[src/hdl/cief_params.svh]
// How it works
// - Bits 31..27 enable five requests: four error classes and bus wake-up
// - Bit 30 enables bus wake-up request
// - Bit 19 mode change, bit 18 timestamp
// - Bit 17 receive buffer, bit 16 transmit
// - Invalid message event sets flag bit 15
// - System error flag cleared only by enable toggle
// - Unimplemented bits ignore writes, read zero
`ifndef CIEF_PARAMS_SVH
`define CIEF_PARAMS_SVH

// ****************************************
// Register map
// ****************************************
`define CIEF_ADDR_INT 12'h000
`define CIEF_ADDR_CTRL 12'h004
`define CIEF_ADDR_STAT 12'h008
`define CIEF_ADDR_MASK 12'h00C
`define CIEF_RESET_WORD 32'h00000000
`define CIEF_NSRC 9
`define CIEF_IMPL_FLAGS 16'hF80F
`define CIEF_SERR_KEEP 16'h1000

// ****************************************
// Field positions
// ****************************************
`define CIEF_EN_HI_MASK 32'hF8000000
`define CIEF_EN_LO_MASK 32'h000F0000
`define CIEF_FLAG_SHIFT 16
`define CIEF_SERR_FLAG_BIT 12
`define CIEF_CTRL_ON_BIT 15
`define CIEF_EVT_ON_CLEAR 0
`define CIEF_EVT_ON_SET 1
`define CIEF_NEVT 2

`endif

[src/hdl/cief_pkg.sv]
package cief_pkg;
    typedef struct packed {
        logic [15:0] en_reg;
        logic [15:0] flag_reg;
        logic on_reg;
        logic [1:0] evt_stat_reg;
        logic [1:0] evt_mask_reg;
        logic [31:0] prdata_reg;
        logic pslverr_reg;
        logic pready_reg;
        logic irq_reg;
        logic sys_irq_reg;
    } cief_state_t;
endpackage

[src/hdl/cief_top.sv]
`timescale 1ns/1ps
`include "cief_params.svh"
module cief_top
    import cief_pkg::*;
(
    input wire logic pclk,
    input wire logic presetn,
    input wire logic psel,
    input wire logic penable,
    input wire logic pwrite,
    input wire logic [11:0] paddr,
    input wire logic [31:0] pwdata,
    output logic [31:0] prdata,
    output logic pready,
    output logic pslverr,
    input wire logic [15:0] evt_set,
    output logic can_irq,
    output logic sys_irq
);
    // evt_set uses flag layout: bit 15 invalid msg, 14 wake, 13 bus err,
    // 12 system err, 11 rx overflow, 3 mode, 2 timestamp, 1 rx buf, 0 tx buf.

    cief_state_t st_reg;
    cief_state_t st_next;

    logic wr_acc;
    logic rd_acc;
    logic acc_wait;
    logic addr_ok;
    logic int_wr;
    logic [15:0] impl_mask;
    logic [15:0] wr_en;
    logic [15:0] wr_flag;
    logic [15:0] flags_n;
    logic [31:0] int_word;
    logic on_new;
    logic [1:0] evt_now;

    // ****************************************
    // Bus decode
    // ****************************************
    // One wait state: pready comes from a flop, so every access takes two edges
    assign acc_wait = psel & penable & ~st_reg.pready_reg;
    // Writes land on the edge where the master sees pready high
    assign wr_acc = psel & penable & pwrite & st_reg.pready_reg;
    // Reads are looked up in the wait cycle so prdata stands at the pready edge
    assign rd_acc = acc_wait & ~pwrite;
    assign addr_ok = paddr == `CIEF_ADDR_INT || paddr == `CIEF_ADDR_CTRL
                     || paddr == `CIEF_ADDR_STAT || paddr == `CIEF_ADDR_MASK;
    assign int_wr = wr_acc && paddr == `CIEF_ADDR_INT;
    assign impl_mask = `CIEF_IMPL_FLAGS;
    assign wr_en = pwdata[31:16] & impl_mask;
    assign wr_flag = pwdata[15:0] & impl_mask;
    assign int_word = {st_reg.en_reg, st_reg.flag_reg};

    // ****************************************
    // Next state
    // ****************************************
    always_comb begin
        st_next = st_reg;
        on_new = st_reg.on_reg;
        st_next.pslverr_reg = 1'b0;
        st_next.pready_reg = acc_wait;
        if (wr_acc && paddr == `CIEF_ADDR_CTRL) begin
            on_new = pwdata[`CIEF_CTRL_ON_BIT];
        end
        st_next.on_reg = on_new;
        evt_now = 2'h0;
        evt_now[`CIEF_EVT_ON_CLEAR] = st_reg.on_reg & ~on_new;
        evt_now[`CIEF_EVT_ON_SET] = ~st_reg.on_reg & on_new;
        flags_n = st_reg.flag_reg;
        if (wr_acc && paddr == `CIEF_ADDR_INT) begin
            st_next.en_reg = wr_en;
            // Software may only clear flags; system error is excluded
            flags_n = st_reg.flag_reg & (wr_flag | `CIEF_SERR_KEEP);
        end
        // Off-then-on is the only path that drops the system error flag
        if (evt_now[`CIEF_EVT_ON_SET]) begin
            flags_n[`CIEF_SERR_FLAG_BIT] = 1'b0;
        end
        // Set wins over a same-cycle clear
        st_next.flag_reg = (flags_n | evt_set) & impl_mask;
        if (wr_acc && paddr == `CIEF_ADDR_MASK) begin
            st_next.evt_mask_reg = pwdata[1:0];
        end
        if (wr_acc && paddr == `CIEF_ADDR_STAT) begin
            st_next.evt_stat_reg = st_reg.evt_stat_reg & ~pwdata[1:0];
        end
        st_next.evt_stat_reg = st_next.evt_stat_reg | evt_now;
        if (rd_acc) begin
            unique case (paddr)
                `CIEF_ADDR_INT: st_next.prdata_reg = int_word;
                `CIEF_ADDR_CTRL: st_next.prdata_reg = 32'(st_reg.on_reg) << `CIEF_CTRL_ON_BIT;
                `CIEF_ADDR_STAT: st_next.prdata_reg = {30'h0, st_reg.evt_stat_reg};
                `CIEF_ADDR_MASK: st_next.prdata_reg = {30'h0, st_reg.evt_mask_reg};
                default: begin
                    st_next.prdata_reg = 32'h00000000;
                    st_next.pslverr_reg = 1'b1;
                end
            endcase
        end else if (acc_wait && !addr_ok) begin
            st_next.pslverr_reg = 1'b1;
        end
        st_next.irq_reg = |(st_next.flag_reg & st_next.en_reg);
        st_next.sys_irq_reg = |(st_next.evt_stat_reg & st_next.evt_mask_reg);
    end

    always_ff @(posedge pclk or negedge presetn) begin
        if (!presetn) begin
            st_reg <= '0;
        end else begin
            st_reg <= st_next;
        end
    end

    assign prdata = st_reg.prdata_reg;
    assign pslverr = st_reg.pslverr_reg;
    assign pready = st_reg.pready_reg;
    assign can_irq = st_reg.irq_reg;
    assign sys_irq = st_reg.sys_irq_reg;

    // ****************************************
    // Checks
    // ****************************************
    // The irq flop is loaded from the next state, so it matches the
    // registered flags and enables in the same cycle
    AST_IVR_SET: assert property (@(posedge pclk) disable iff (!presetn)
        evt_set[15] |=> st_reg.flag_reg[15])
        else $error("invalid msg flag not set");

    AST_SERR_HOLD: assert property (@(posedge pclk) disable iff (!presetn)
        st_reg.flag_reg[12] && !evt_now[`CIEF_EVT_ON_SET] |=> st_reg.flag_reg[12])
        else $error("system error flag lost");

    AST_SERR_CLR: assert property (@(posedge pclk) disable iff (!presetn)
        evt_now[`CIEF_EVT_ON_SET] && !evt_set[12] |=> !st_reg.flag_reg[12])
        else $error("system error flag not cleared");

    AST_SERR_NO_SW_CLR: assert property (@(posedge pclk) disable iff (!presetn)
        int_wr && st_reg.flag_reg[12] && !pwdata[12] && !evt_now[`CIEF_EVT_ON_SET] |=> st_reg.flag_reg[12])
        else $error("system error flag cleared by write");

    AST_UNIMPL: assert property (@(posedge pclk) disable iff (!presetn)
        (int_word & 32'h07F007F0) == 32'h00000000)
        else $error("unimplemented bit set");

    AST_RD_INT: assert property (@(posedge pclk) disable iff (!presetn)
        rd_acc && paddr == `CIEF_ADDR_INT |=> prdata == $past(int_word))
        else $error("interrupt register read wrong");

    AST_RD_UNMAPPED: assert property (@(posedge pclk) disable iff (!presetn)
        rd_acc && !addr_ok |=> prdata == 32'h00000000)
        else $error("unmapped read not zero");

    AST_EN_WR: assert property (@(posedge pclk) disable iff (!presetn)
        int_wr |=> st_reg.en_reg == $past(wr_en))
        else $error("enable write lost");

    AST_EN_HI: assert property (@(posedge pclk) disable iff (!presetn)
        int_wr |=> st_reg.en_reg[15:11] == $past(pwdata[31:27]))
        else $error("error class enables wrong");

    AST_WAKE_EN: assert property (@(posedge pclk) disable iff (!presetn)
        st_reg.en_reg[14] && st_reg.flag_reg[14] |-> can_irq)
        else $error("wake irq missing");

    AST_MODE_EN: assert property (@(posedge pclk) disable iff (!presetn)
        !st_reg.en_reg[3] && st_reg.flag_reg == 16'h0008 |-> !can_irq)
        else $error("mode irq leak");

    AST_TMR_EN: assert property (@(posedge pclk) disable iff (!presetn)
        int_wr |=> st_reg.en_reg[2] == $past(pwdata[18]))
        else $error("timestamp enable wrong");

    AST_BUF_EN: assert property (@(posedge pclk) disable iff (!presetn)
        int_wr |=> st_reg.en_reg[1:0] == $past(pwdata[17:16]))
        else $error("buffer enables wrong");

    AST_IRQ: assert property (@(posedge pclk) disable iff (!presetn)
        can_irq == |(st_reg.flag_reg & st_reg.en_reg))
        else $error("irq mismatch");

    AST_IRQ_RISE: assert property (@(posedge pclk) disable iff (!presetn)
        $rose(can_irq) |-> |(st_reg.flag_reg & st_reg.en_reg))
        else $error("irq rose without source");

    // ****************************************
    // Bus handshake checks
    // ****************************************
    AST_PREADY_WAIT: assert property (@(posedge pclk) disable iff (!presetn)
        psel && penable && !pready |=> pready)
        else $error("pready missing after wait");

    AST_PREADY_ONE: assert property (@(posedge pclk) disable iff (!presetn)
        pready |=> !pready)
        else $error("pready held too long");

    AST_PREADY_IDLE: assert property (@(posedge pclk) disable iff (!presetn)
        !psel |=> !pready)
        else $error("pready without select");

    AST_ERR_UNMAPPED: assert property (@(posedge pclk) disable iff (!presetn)
        acc_wait && !addr_ok |=> pslverr)
        else $error("unmapped access without error");

    AST_ERR_MAPPED: assert property (@(posedge pclk) disable iff (!presetn)
        acc_wait && addr_ok |=> !pslverr)
        else $error("mapped access flagged error");

    AST_ERR_PAIRED: assert property (@(posedge pclk) disable iff (!presetn)
        pslverr |-> pready)
        else $error("error outside access end");

    AST_PRDATA_HOLD: assert property (@(posedge pclk) disable iff (!presetn)
        !rd_acc |=> $stable(prdata))
        else $error("read data moved");

    // ****************************************
    // Control and module status checks
    // ****************************************
    AST_ON_WR: assert property (@(posedge pclk) disable iff (!presetn)
        wr_acc && paddr == `CIEF_ADDR_CTRL |=> st_reg.on_reg == $past(pwdata[`CIEF_CTRL_ON_BIT]))
        else $error("module enable write lost");

    AST_ON_HOLD: assert property (@(posedge pclk) disable iff (!presetn)
        !(wr_acc && paddr == `CIEF_ADDR_CTRL) |=> $stable(st_reg.on_reg))
        else $error("module enable moved");

    AST_RD_CTRL: assert property (@(posedge pclk) disable iff (!presetn)
        rd_acc && paddr == `CIEF_ADDR_CTRL |=> prdata[`CIEF_CTRL_ON_BIT] == $past(st_reg.on_reg))
        else $error("control read wrong");

    AST_RD_STAT: assert property (@(posedge pclk) disable iff (!presetn)
        rd_acc && paddr == `CIEF_ADDR_STAT |=> prdata == {30'h0, $past(st_reg.evt_stat_reg)})
        else $error("status read wrong");

    AST_RD_MASK: assert property (@(posedge pclk) disable iff (!presetn)
        rd_acc && paddr == `CIEF_ADDR_MASK |=> prdata == {30'h0, $past(st_reg.evt_mask_reg)})
        else $error("mask read wrong");

    AST_MASK_WR: assert property (@(posedge pclk) disable iff (!presetn)
        wr_acc && paddr == `CIEF_ADDR_MASK |=> st_reg.evt_mask_reg == $past(pwdata[1:0]))
        else $error("mask write lost");

    AST_STAT_SET: assert property (@(posedge pclk) disable iff (!presetn)
        |evt_now |=> (st_reg.evt_stat_reg & $past(evt_now)) == $past(evt_now))
        else $error("status event lost");

    AST_STAT_W1C: assert property (@(posedge pclk) disable iff (!presetn)
        wr_acc && paddr == `CIEF_ADDR_STAT && evt_now == 2'h0 |=> (st_reg.evt_stat_reg & $past(pwdata[1:0])) == 2'h0)
        else $error("status bit not cleared");

    AST_SYS_IRQ: assert property (@(posedge pclk) disable iff (!presetn)
        sys_irq == |(st_reg.evt_stat_reg & st_reg.evt_mask_reg))
        else $error("module irq mismatch");

    AST_SYS_SRC: assert property (@(posedge pclk) disable iff (!presetn)
        $rose(sys_irq) |-> |st_reg.evt_stat_reg)
        else $error("module irq rose without source");

    // ****************************************
    // Per-source checks
    // ****************************************
    // Unimplemented slots get only the stuck-at-zero checks; the system
    // error slot skips the write-clear check since writes cannot clear it
    genvar gi;
    generate
        for (gi = 0; gi < `CIEF_FLAG_SHIFT; gi++) begin : g_src
            if (((`CIEF_IMPL_FLAGS >> gi) & 16'h0001) != 16'h0000) begin : g_impl
                AST_SRC_SET: assert property (@(posedge pclk) disable iff (!presetn)
                    evt_set[gi] |=> st_reg.flag_reg[gi])
                    else $error("event did not set its flag");

                AST_SRC_NO_SW_SET: assert property (@(posedge pclk) disable iff (!presetn)
                    !st_reg.flag_reg[gi] && !evt_set[gi] |=> !st_reg.flag_reg[gi])
                    else $error("flag set without event");

                AST_SRC_KEEP: assert property (@(posedge pclk) disable iff (!presetn)
                    st_reg.flag_reg[gi] && !int_wr && !evt_now[`CIEF_EVT_ON_SET] |=> st_reg.flag_reg[gi])
                    else $error("flag dropped on its own");

                AST_SRC_WR_KEEP: assert property (@(posedge pclk) disable iff (!presetn)
                    int_wr && pwdata[gi] && st_reg.flag_reg[gi] |=> st_reg.flag_reg[gi])
                    else $error("flag dropped by writing one");

                AST_SRC_EN_WR: assert property (@(posedge pclk) disable iff (!presetn)
                    int_wr |=> st_reg.en_reg[gi] == $past(pwdata[gi + `CIEF_FLAG_SHIFT]))
                    else $error("source enable write lost");

                AST_SRC_EN_HOLD: assert property (@(posedge pclk) disable iff (!presetn)
                    !int_wr |=> $stable(st_reg.en_reg[gi]))
                    else $error("source enable moved");

                AST_SRC_IRQ: assert property (@(posedge pclk) disable iff (!presetn)
                    st_reg.flag_reg[gi] && st_reg.en_reg[gi] |-> can_irq)
                    else $error("enabled flag without irq");

                if (gi != `CIEF_SERR_FLAG_BIT) begin : g_clr
                    AST_SRC_WR_CLR: assert property (@(posedge pclk) disable iff (!presetn)
                        int_wr && !pwdata[gi] && !evt_set[gi] |=> !st_reg.flag_reg[gi])
                        else $error("flag not cleared by writing zero");
                end
            end else begin : g_unused
                AST_SRC_ZERO: assert property (@(posedge pclk) disable iff (!presetn)
                    !st_reg.en_reg[gi] && !st_reg.flag_reg[gi])
                    else $error("unimplemented slot set");

                AST_SRC_WR_ZERO: assert property (@(posedge pclk) disable iff (!presetn)
                    int_wr |=> !st_reg.en_reg[gi] && !st_reg.flag_reg[gi])
                    else $error("unimplemented slot took a write");
            end
        end
    endgenerate

    // ****************************************
    // Coverage
    // ****************************************
    COV_IRQ: cover property (@(posedge pclk) disable iff (!presetn) $rose(can_irq));
    COV_TOGGLE: cover property (@(posedge pclk) disable iff (!presetn) evt_now[`CIEF_EVT_ON_SET]);
    COV_SETCLR: cover property (@(posedge pclk) disable iff (!presetn) wr_acc && |evt_set);
    COV_SERR_CLR: cover property (@(posedge pclk) disable iff (!presetn)
        st_reg.flag_reg[12] && evt_now[`CIEF_EVT_ON_SET]);
    COV_ERR: cover property (@(posedge pclk) disable iff (!presetn) pslverr);
endmodule // cief_top

[config.mk]
export PLATFORM = sky130hd
export DESIGN_NAME = cief_top
export DESIGN_NICKNAME = d
export VERILOG_FILES = /design/src/hdl/cief_pkg.sv /design/src/hdl/cief_top.sv
export VERILOG_INCLUDE_DIRS = /design/src /design/src/hdl
export SDC_FILE = /design/constraint.sdc
export NUM_CORES = 1
export LEC_CHECK = 0
export BUFFER_PORTS_ARGS = -buffer_cell sky130_fd_sc_hd__buf_2
export CAP_MARGIN = 15
export CORE_UTILIZATION = 47
export CTS_CLUSTER_SIZE = 16
export DETAILED_ROUTE_END_ITERATION = 6
export HOLD_SLACK_MARGIN = 0.05
export PLACE_DENSITY = 0.77
export SLEW_MARGIN = 30
export SYNTH_ARGS = -nofsm -noshare
export SYNTH_HDL_FRONTEND = slang
export SYNTH_SLANG_ARGS = --single-unit
[constraint.sdc]
create_clock -name pclk -period 1.9 [get_ports pclk]
set_input_delay 0.19 -clock pclk [delete_from_list [all_inputs] [get_ports pclk]]
set_output_delay 0.19 -clock pclk [all_outputs]
set_load 0.02 [all_outputs]
Yosys cells after proc, flatten, opt, wreduce, memory -nomap -nowiden
Index checks and enable logic that the tools add are counted.
- flip-flop bits (word level): 66
- input port bits: 65
- output and inout port bits: 36
- logic and storage cells: 54
- equal/unequal tests: 3
- bitwise logic cells: 18
- reduce and logical (&&, ||, !) cells: 13
- multiplexer cells: 10
- operators with widths (operator ; count):
    $pmux 32 s4 ; 1
    $and 16x16->16 ; 2
    $mux 16 ; 2
    $eq 12x4->1 const B ; 2
    $or 16x16->16 ; 1
    $reduce_or 16->1 ; 1
    $eq 12x3->1 const B ; 1
    $logic_not 12->1 ; 1
    $and 1x1->1 ; 7
    $logic_and 1x1->1 ; 5
    $mux 1 ; 5
    $and 2x2->2 ; 2
    $mux 2 ; 2
    $not 1->1 ; 4
    $reduce_or 4->1 ; 1
    $logic_or 1x1->1 ; 3
    $not 2->2 ; 1
    $or 2x2->2 ; 1
    $reduce_or 2->1 ; 1
    $logic_not 1->1 ; 1

Depth between registers and ports, before layout
Gate-level depths: netlist of the first run.
- depth after elaboration: 10
- depth in mapped cells: 8
- mapped depth without buffers: 6

Worst setup path after synthesis of the first run
No wires, ideal clock.
- path type: register to register
- from: register st_reg (netlist bit pready)
- to: register st_reg (netlist bit can_irq)
- data arrival time: 1.730 ns
- cell stages (with the launch flop): 7
- required time: 1.766 ns
- setup time: 0.134 ns
- clock period less this slack: 1.864 ns
- path buffers: 0
- slack: 0.036 ns
- cells stage by stage: dfrtp_1 > and4_1 > nand4_4 > mux2_4 > a22o_1 > a221oi_2 > nand4_1
- RTL lines (what ; RTL line ; source):
    start, declared ; cief_top.sv:23 ; cief_state_t st_reg;
    start signal, assigned ; cief_top.sv:112 ; st_reg <= st_next;

==> out/metrics.cfg, run 1 <==
[yosys]
syn_area_um2 = 2220
synth-edff-count = 0
synth.most_common_cell = dfrtp_1
synth.top_cell.area_share_pct = 50.8
yosys_register_bits = 45
yosys-top-cells-area = dfrtp_1, buf_4, a22o_1, mux2_2, nor4_4
ys_types = 40
post-synth-top-area-cell = dfrtp_1
yosysWarningCount = 0
ys.flop_type = dfrtp_1
synthArstFlopShare_pct = 100
avgSynthCellArea_um2 = 11.8
yosys-top-cells-count = dfrtp_1, buf_4, a22o_1, nor2_1
ys_seq_area_share_pct = 50.8
syn_inst = 188

[placed_design]
finalWeightedCongestion = 0.790
place_ws_ns = -0.0519
dp_hpwl_um = 3310
io_buffer_count = 64

[die]
core_um2 = 4440
die_w_um = 70.7
rows = 24
start_util_pct = 49.9
die_area_um2 = 5000
io_pins = 101
die_height_um = 70.7

[global_routing]
grt_pass1_vias = 1511
grt_usage_pct = 19.1
antenna_found_initial = 0
grt_pass1_wl_um = 7250
gr-total-overflow = 0
grt_max_degree = 46

[outcome]
status = finished, violations left
violations = design-rule violations

[clock_network]
clock_latency_ns = 0.30
path_clk_slew_ns = 0.09
numCtsBuffers = 5
cts.path.max_buffers = 2
htree_levels = 2
cts_tree = done
numClockSinks = 45
cts_setup_buffers = 0
cts_root_buffer = clkbuf_8

[detailed_routing]
first_pass_iters = 7
post_drt_wl_per_cell_um = 14.3
drtAntennaViolNets = 0
vias = 1558
drt-vias-per-instance = 5.19
drc = 8
drt_iter0_markers = 97
routed_wl_um = 4280

[timing]
max_slew.worst_pin.slew_ns = 0.545
finalClockSkew_ns = 0.0106
fin_crit_ns = 1.79
slew_viol_final = 0
fmax_mhz = 560
fin_crit_sh_pct = 94.0
setup_ws_ns = 0.113
slew_headroom_pct = 63.7
setup_viol_count_final = 0
finalHoldViolCount = 0
rsz0062_at_grt = false

[power]
p_leak_nw = 1.31
vdd_drop_max_v = 0.000392
p_per_area_nw_per_um2 = 667
total_power_mw = 1.73

[critical_path]
cp.arrival_ns = 1.96
path_class = reg2reg
worstPathRequired_ns = 2.07
cp-start-kind = flop
worstSetupEndpointType = flop
crit_fanout = 4

[layout]
layout-drive-gt1-share_pct = 42.7
num_antenna_cells = 0
nets = 312
syn_to_final_growth_pct = 16.9

[hold_path]
hold_path_class = in2reg

[run]
drv_cap = 0

[critical path: stages, from the launching register on]
cell      delay (ns)
dfrtp_1         0.39
and4_4          0.27
nand4_4         0.14
mux2_4          0.34
a22o_1          0.22
a221oi_2        0.17
nand4_1         0.13
[power by group]
part	switching [mW]	internal, mW
Combinational	0.0978	0.0543
Clock	0.352	0.266
Sequential	0.00146	0.959
Total	0.451	1.28
[layer usage]
layer	part of all wire (%)	wire length, µm	global-route usage (%)
met3	4.8	207	4.13
met1	44	1900	25.9
met5	0	0	0
met2	49	2100	30.3
met4	1.7	74	6.67
[cells by family (layout without fill, tap and decap cells)]
family / count (synthesis) / count (layout) / share of synthesized area [%]
buf+inv: 39 / 86 / 12.5
other cells: 1 / 14 / 0.169
mux: 15 / 15 / 7.78
compound gates: 35 / 35 / 13.0
simple gates: 53 / 53 / 15.8
flops: 45 / 45 / 50.8
[placed cells by master, fill, tap and decap left out, drive strengths merged, types with 3 or more instances in the layout]
cell type	n
nor4	5
clkbuf	5
nor2	17
dfrtp	45
nor3	6
mux2	12
a22o	16
nand2	10
o21ai	4
a21o	3
buf	76
conb	14
mux2i	3
nand4	3
[final timing paths]
path / slack [ns] / startpoint / depth (start not counted) / endpoint
max: 0.11 / pready / 6 / can_irq
min reg2reg: 0.48 / prdata[15] / 2 / prdata[15]
min in group asynchronous: 0.48 / presetn / 3 / prdata[1]
max reg2reg: 0.11 / pready / 6 / can_irq
min: 0.12 / evt_set[14] / 2 / int_word[14]
max in group asynchronous: 1.03 / presetn / 3 / prdata[15]
[per-stage QoR]
| step | util, % | hold WS [ns] | area (µm²) | std cells | TNS, ns |
|---|---|---|---|---|---|
| final | 58.3 | 0.115 | 2590 | 300 | 0 |
| after global routing | 58.3 | 0.121 | 2590 | 300 | 0 |
| after CTS | 58.2 | 0.104 | 2590 | 300 | 0 |
| after detailed placement | 55.9 | 0.304 | 2480 | 291 | -0.0519 |
| after global placement | 55.9 | 0.295 | 2480 | 291 | -0.00692 |
| after floorplan | - | -0.106 | 2270 | 201 | 0 |
[area by class of cell]
cell class | instances | area, µm²
Clock buffer | 5 | 68.8
Clock inverter | 3 | 25.0
Fill cell | 390 | 1850
Inverter | 1 | 3.75
Multi-Input combinational cell | 117 | 867
Sequential cell | 45 | 1130
Tap cell | 52 | 65.1
Timing Repair Buffer | 77 | 437
[timing repair]
action	in CTS	in global routing
endpoints found under the hold margin	45	0
hold buffers	1	0
resized for setup	0	3
endpoints found under the setup margin	0	1
No activity file was read; power rests on OpenSTA's default activity.
==> inputs of run 2 (changes only) <==
--- a/config.mk
+++ b/config.mk
@@ -6,7 +6,7 @@
 export SDC_FILE = /design/constraint.sdc
 export NUM_CORES = 1
 export LEC_CHECK = 0
-export BUFFER_PORTS_ARGS = -buffer_cell sky130_fd_sc_hd__buf_2
+export BUFFER_PORTS_ARGS = -buffer_cell sky130_fd_sc_hd__buf_4
 export CAP_MARGIN = 15
 export CORE_UTILIZATION = 47
 export CTS_CLUSTER_SIZE = 16
==> run 2 against run 1 <==
Against the previous run: maximum frequency fell by 0.26%; first-iteration DRC count shrank 56%; largest power group unchanged; critical path type unchanged; via count decreased by 0.90%; wire length is 1.4% higher; sequential power about the same; the flow still finishes with violations (design-rule violations); clock-buffer cell count stayed put; register-to-register slack about the same; die area is the same; worst hold slack got worse by 0.014 ns.
==> out/metrics.cfg, run 2 (synthesized netlist as in run 1, its figures left out) <==
[outcome]
status = finished, violations left
violations = design-rule violations

[layout]
num_antenna_cells = 0
syn_to_final_growth_pct = 23.6
n_fill_cell = 371
multi_input_area_um2 = 867
final_common_cell = buf_4
nets = 311
fin_area_um2 = 2740
final_cell_mix = buf_4, dfrtp_1, nor2_1, a22o_1, conb_1
seq_area_um2 = 1130
layout-drive-gt1-share_pct = 42.5

[critical_path]
cp.arrival_ns = 1.96
rrSetupSlack_ns = 0.11
crit_fanout = 4
r2r-start = pready
worstPathRequired_ns = 2.07
crit_path_end = can_irq
path_class = reg2reg
worst-r2r-cell-count = 6
worstSetupEndpointType = flop
crit_start = pready
rr_endpoint = can_irq
cp-start-kind = flop

[timing]
max_slew.worst_pin.slew_ns = 0.553
slew_viol_final = 0
setup_tns_ns = 0
fin_crit_ns = 1.79
finalClockSkew_ns = 0.00617
rsz0062_at_grt = false
fmax_mhz = 558
fin_crit_sh_pct = 94.3
slew_headroom_pct = 63.1
setup_viol_count_final = 0
setup_ws_ns = 0.109
finalHoldViolCount = 0

[clock_network]
numCtsBuffers = 5
numClockSinks = 45
cts_tree = done
path_clk_slew_ns = 0.09
htree_levels = 2
cts.path.max_buffers = 2
clock_latency_ns = 0.30
cts_root_buffer = clkbuf_8

[placed_design]
io_buffer_count = 64
place_ws_ns = -0.0206
dp_hpwl_um = 3340
detailed_place.area_um2 = 2640
finalWeightedCongestion = 0.753

[power]
p_switching_uw = 434
p_int_mw = 1.30
p_clk_share_pct = 34.4
p_seq_share_pct = 55.5
vdd_drop_max_v = 0.000375
pwr-share-comb_pct = 10.2
p_per_area_nw_per_um2 = 632
p_leak_nw = 1.35
total_power_mw = 1.73
switching_share_pct = 25.0

[detailed_routing]
drt-vias-per-instance = 5.16
drc = 8
post_drt_wl_per_cell_um = 14.5
first_pass_iters = 7
vias = 1544
drtAntennaViolNets = 0
drt_iter0_markers = 43
routed_wl_um = 4340

[hold_path]
hold_path_depth = 2
hold_path_class = in2reg
hp-start = evt_set[14]

[global_routing]
antenna_found_initial = 0
grt_pass1_vias = 1490
grt_max_degree = 46
grt_pass1_wl_um = 6870
grt_usage_pct = 18.3
gr-total-overflow = 0

[die]
io_pins = 101
rows = 24
die_area_um2 = 5000
core_um2 = 4440
die_height_um = 70.7
die_w_um = 70.7
start_util_pct = 49.9

[run]
drv_cap = 0

[run 2: changes by cell type in the layout (fill, tap and decap cells not counted)]
cell,delta
inv_6,-1
buf_2,-64
buf_4,+63
clkinv_4,+1
clkinv_2,+1
clkinvlp_4,-1
[run 2: worst min path at each step]
stage | to | slack [ns]
floorplan | can_irq | -0.11
global placement | prdata[1] | 0.21
detailed placement | prdata[1] | 0.22
CTS | int_word[14] | 0.09
global route | int_word[14] | 0.09
finish | int_word[14] | 0.10
[run 2: critical path, cell delays in order, from the launching register on]
cell and delay, ns:
dfrtp_1 0.39, and4_4 0.26, nand4_4 0.15, mux2_4 0.34
a22o_1 0.22, a221oi_2 0.17, nand4_1 0.13
[run 2: repair_timing]
item	4_1_cts	5_1_grt
buffers inserted	0	0
resized for setup	0	3
setup endpoints to repair	0	1
hold buffers	1	0
endpoints found under the hold margin	45	0
[run 2: metrics by stage]
step / std cells / util (%) / hold WS, ns
after floorplan: 201 / - / -0.106
after global placement: 290 / 59.3 / 0.215
after global routing: 299 / 61.7 / 0.0893
final: 299 / 61.7 / 0.101
after CTS: 299 / 61.6 / 0.0931
after detailed placement: 290 / 59.3 / 0.217
[run 2: layer usage]
| metal | share of wire, % | vias up | GRT usage (%) |
|---|---|---|---|
| li1 | - | 750 | - |
| met3 | 4.2 | 7 | 5.13 |
| met5 | 0 | - | 0 |
| met2 | 49 | 40 | 29.9 |
| met4 | 2.0 | 0 | 6.89 |
| met1 | 45 | 747 | 23.2 |
[run 2: layout make-up]
cell class              instances  share of cell area, %
inverters                       1                  0.137
flip-flops and latches         45                   41.1
clock buffers                   5                   2.51
multi-input cells             117                   31.6
well taps                      52                   2.37
clock inverters                 3                  0.821
repair buffers                 76                   21.5
[run 2: power groups by stage]
| stage | logic, mW | clock network [mW] | registers (mW) |
|---|---|---|---|
| final | 0.176 | 0.595 | 0.961 |
| after global routing | 0.192 | 0.652 | 0.961 |
| after CTS | 0.178 | 0.611 | 0.961 |
| after detailed placement | 0.176 | 0 | 0.980 |
| after global placement | 0.174 | 0 | 0.980 |
| after floorplan | 0.0809 | 0 | 0.983 |
==> inputs of run 3 (changes only) <==
==> constraint.sdc (replaced) <==
create_clock -name pclk -period 2 [get_ports pclk]
set_input_delay 0.2 -clock pclk [delete_from_list [all_inputs] [get_ports pclk]]
set_output_delay 0.2 -clock pclk [all_outputs]
set_load 0.02 [all_outputs]
==> run 3 against run 2 <==
Against the previous run: setup slack gained 0.032 ns; first-iteration DRC count grew 77%; via count shrank 2.5%; sequential power shrank 5.0%; die area is the same; sequential share of layout area grew 0.69 points; total power shrank 4.2%; the flow still finishes with violations (design-rule violations); register-to-register slack gained 0.03 ns; utilization shrank 1.0 points; cell area shrank 1.6%; non-clock buffer count shrank 4; maximum frequency shrank 3.6%.
==> out/metrics.cfg, run 3 (synthesized netlist as in run 1, its figures left out) <==
[critical_path]
crit_fanout = 11
cp_top_family = simple AND/OR/NAND/NOR gates
cpPeakStageDelay_ns = 0.39
worstPathCellList = and4_2, nand4_4, buf_4, mux2_2, a221oi_2, nand4_1
path_class = reg2reg
worst-r2r-cell-count = 6
worstPathRequired_ns = 2.17
worstSetupEndpointType = flop
cp.arrival_ns = 2.03
cp_num_buf_inv = 1
rrSetupSlack_ns = 0.14
cp-start-kind = flop
cp.depth = 6
cp_slowest_cell = dfrtp_1

[layout]
layout-drive-gt1-share_pct = 41.6
n_fill_cell = 392
fin_area_um2 = 2700
nets = 307
final_common_cell = buf_4
syn_to_final_growth_pct = 21.6
final_cell_mix = buf_4, dfrtp_1, nor2_1, a22o_1, conb_1
num_antenna_cells = 0

[die]
die_area_um2 = 5000
die_w_um = 70.7
core_um2 = 4440
start_util_pct = 49.9
rows = 24
io_pins = 101
die_height_um = 70.7

[outcome]
violations = design-rule violations
status = finished, violations left

[global_routing]
antenna_found_initial = 0
grt_usage_pct = 18.3
grt_pass1_vias = 1508
grt_pass1_wl_um = 7000
grt_max_degree = 46
gr-total-overflow = 0

[timing]
rsz0062_at_grt = false
setup_ws_ns = 0.141
finalHoldViolCount = 0
fmax_mhz = 538
setup_tns_ns = 0
slew_headroom_pct = 63.6
finalClockSkew_ns = 0.00693
setup_viol_count_final = 0
fin_crit_sh_pct = 93.0
max_slew.worst_pin.slew_ns = 0.546
fin_crit_ns = 1.86
slew_viol_final = 0

[hold_path]
hold_path_depth = 2
hold_path_class = in2reg

[power]
p_per_area_nw_per_um2 = 615
vdd_drop_max_v = 0.000373
p_leak_nw = 1.32

[clock_network]
numCtsBuffers = 5
clock_latency_ns = 0.30
cts_tree = done
numClockSinks = 45
cts_setup_buffers = 0
htree_levels = 2
path_clk_slew_ns = 0.09
cts.path.max_buffers = 2
cts_root_buffer = clkbuf_8

[placed_design]
detailed_place.area_um2 = 2590
io_buffer_count = 64
dp_hpwl_um = 3300
place_ws_ns = 0.0248
finalWeightedCongestion = 0.778

[run]
drv_cap = 0

[detailed_routing]
post_drt_wl_per_cell_um = 14.4
drtAntennaViolNets = 0
vias = 1505
first_pass_iters = 6
routed_wl_um = 4240
drt-vias-per-instance = 5.10
drt_iter0_markers = 76
drc = 8

-- run 3: cell types whose count changed in the layout (fill, tap and decap cells not counted), sizes merged --
cell      change
inv           +2
clkinv        -3
clkinvlp      +1
buf           -4
-- run 3: layer usage --
layer	global-route usage, %	routed length (µm)
met2	29.8	2090
met4	4.67	40
met1	24.7	1920
met5	0	0
met3	4.42	184
-- run 3: power by group --
group	switching, mW	internal (mW)
logic	0.0922	0.0733
registers	0.00140	0.911
clock network	0.326	0.255
total	0.420	1.24
-- run 3: final timing paths --
kind / startpoint / endpoint
setup / recovery: pready / can_irq
hold / removal: evt_set[14] / int_word[14]
setup reg to reg: pready / can_irq
hold reg to reg: prdata[15] / prdata[15]
max in group asynchronous: presetn / prdata[2]
min in group asynchronous: presetn / prdata[1]
-- run 3: repair_timing --
action / 4_1_cts / 5_1_grt
setup endpoints to repair: 0 / 1
hold buffers: 1 / 0
gates resized for setup: 0 / 1
endpoints found under the hold margin: 45 / 0
-- run 3: layout make-up --
class | count | area (µm²) | share of cell area (%)
sequential | 45 | 1130 | 41.7
multi-input combinational | 117 | 866 | 32.1
timing repair buffer | 72 | 543 | 20.1
clock buffer | 5 | 68.8 | 2.55
tap | 52 | 65.1 | 2.41
clock inverter | 3 | 25.0 | 0.928
inverter | 1 | 3.75 | 0.139
-- run 3: stage by stage --
stage	hold WS, ns	power (mW)	util [%]	std cells
floorplan	-0.0956	1.01	-	201
global placement	0.223	1.09	58.3	286
detailed placement	0.227	1.10	58.3	286
CTS	0.109	1.67	60.7	295
global route	0.102	1.74	60.7	295
finish	0.112	1.66	60.7	295
-- run 3: worst reg2reg max path, cell delays in order (launching register included) --
cell      delay, ns
dfrtp_1        0.39
and4_2         0.30
nand4_4        0.15
buf_4          0.23
mux2_2         0.30
a221oi_2       0.23
nand4_1        0.13
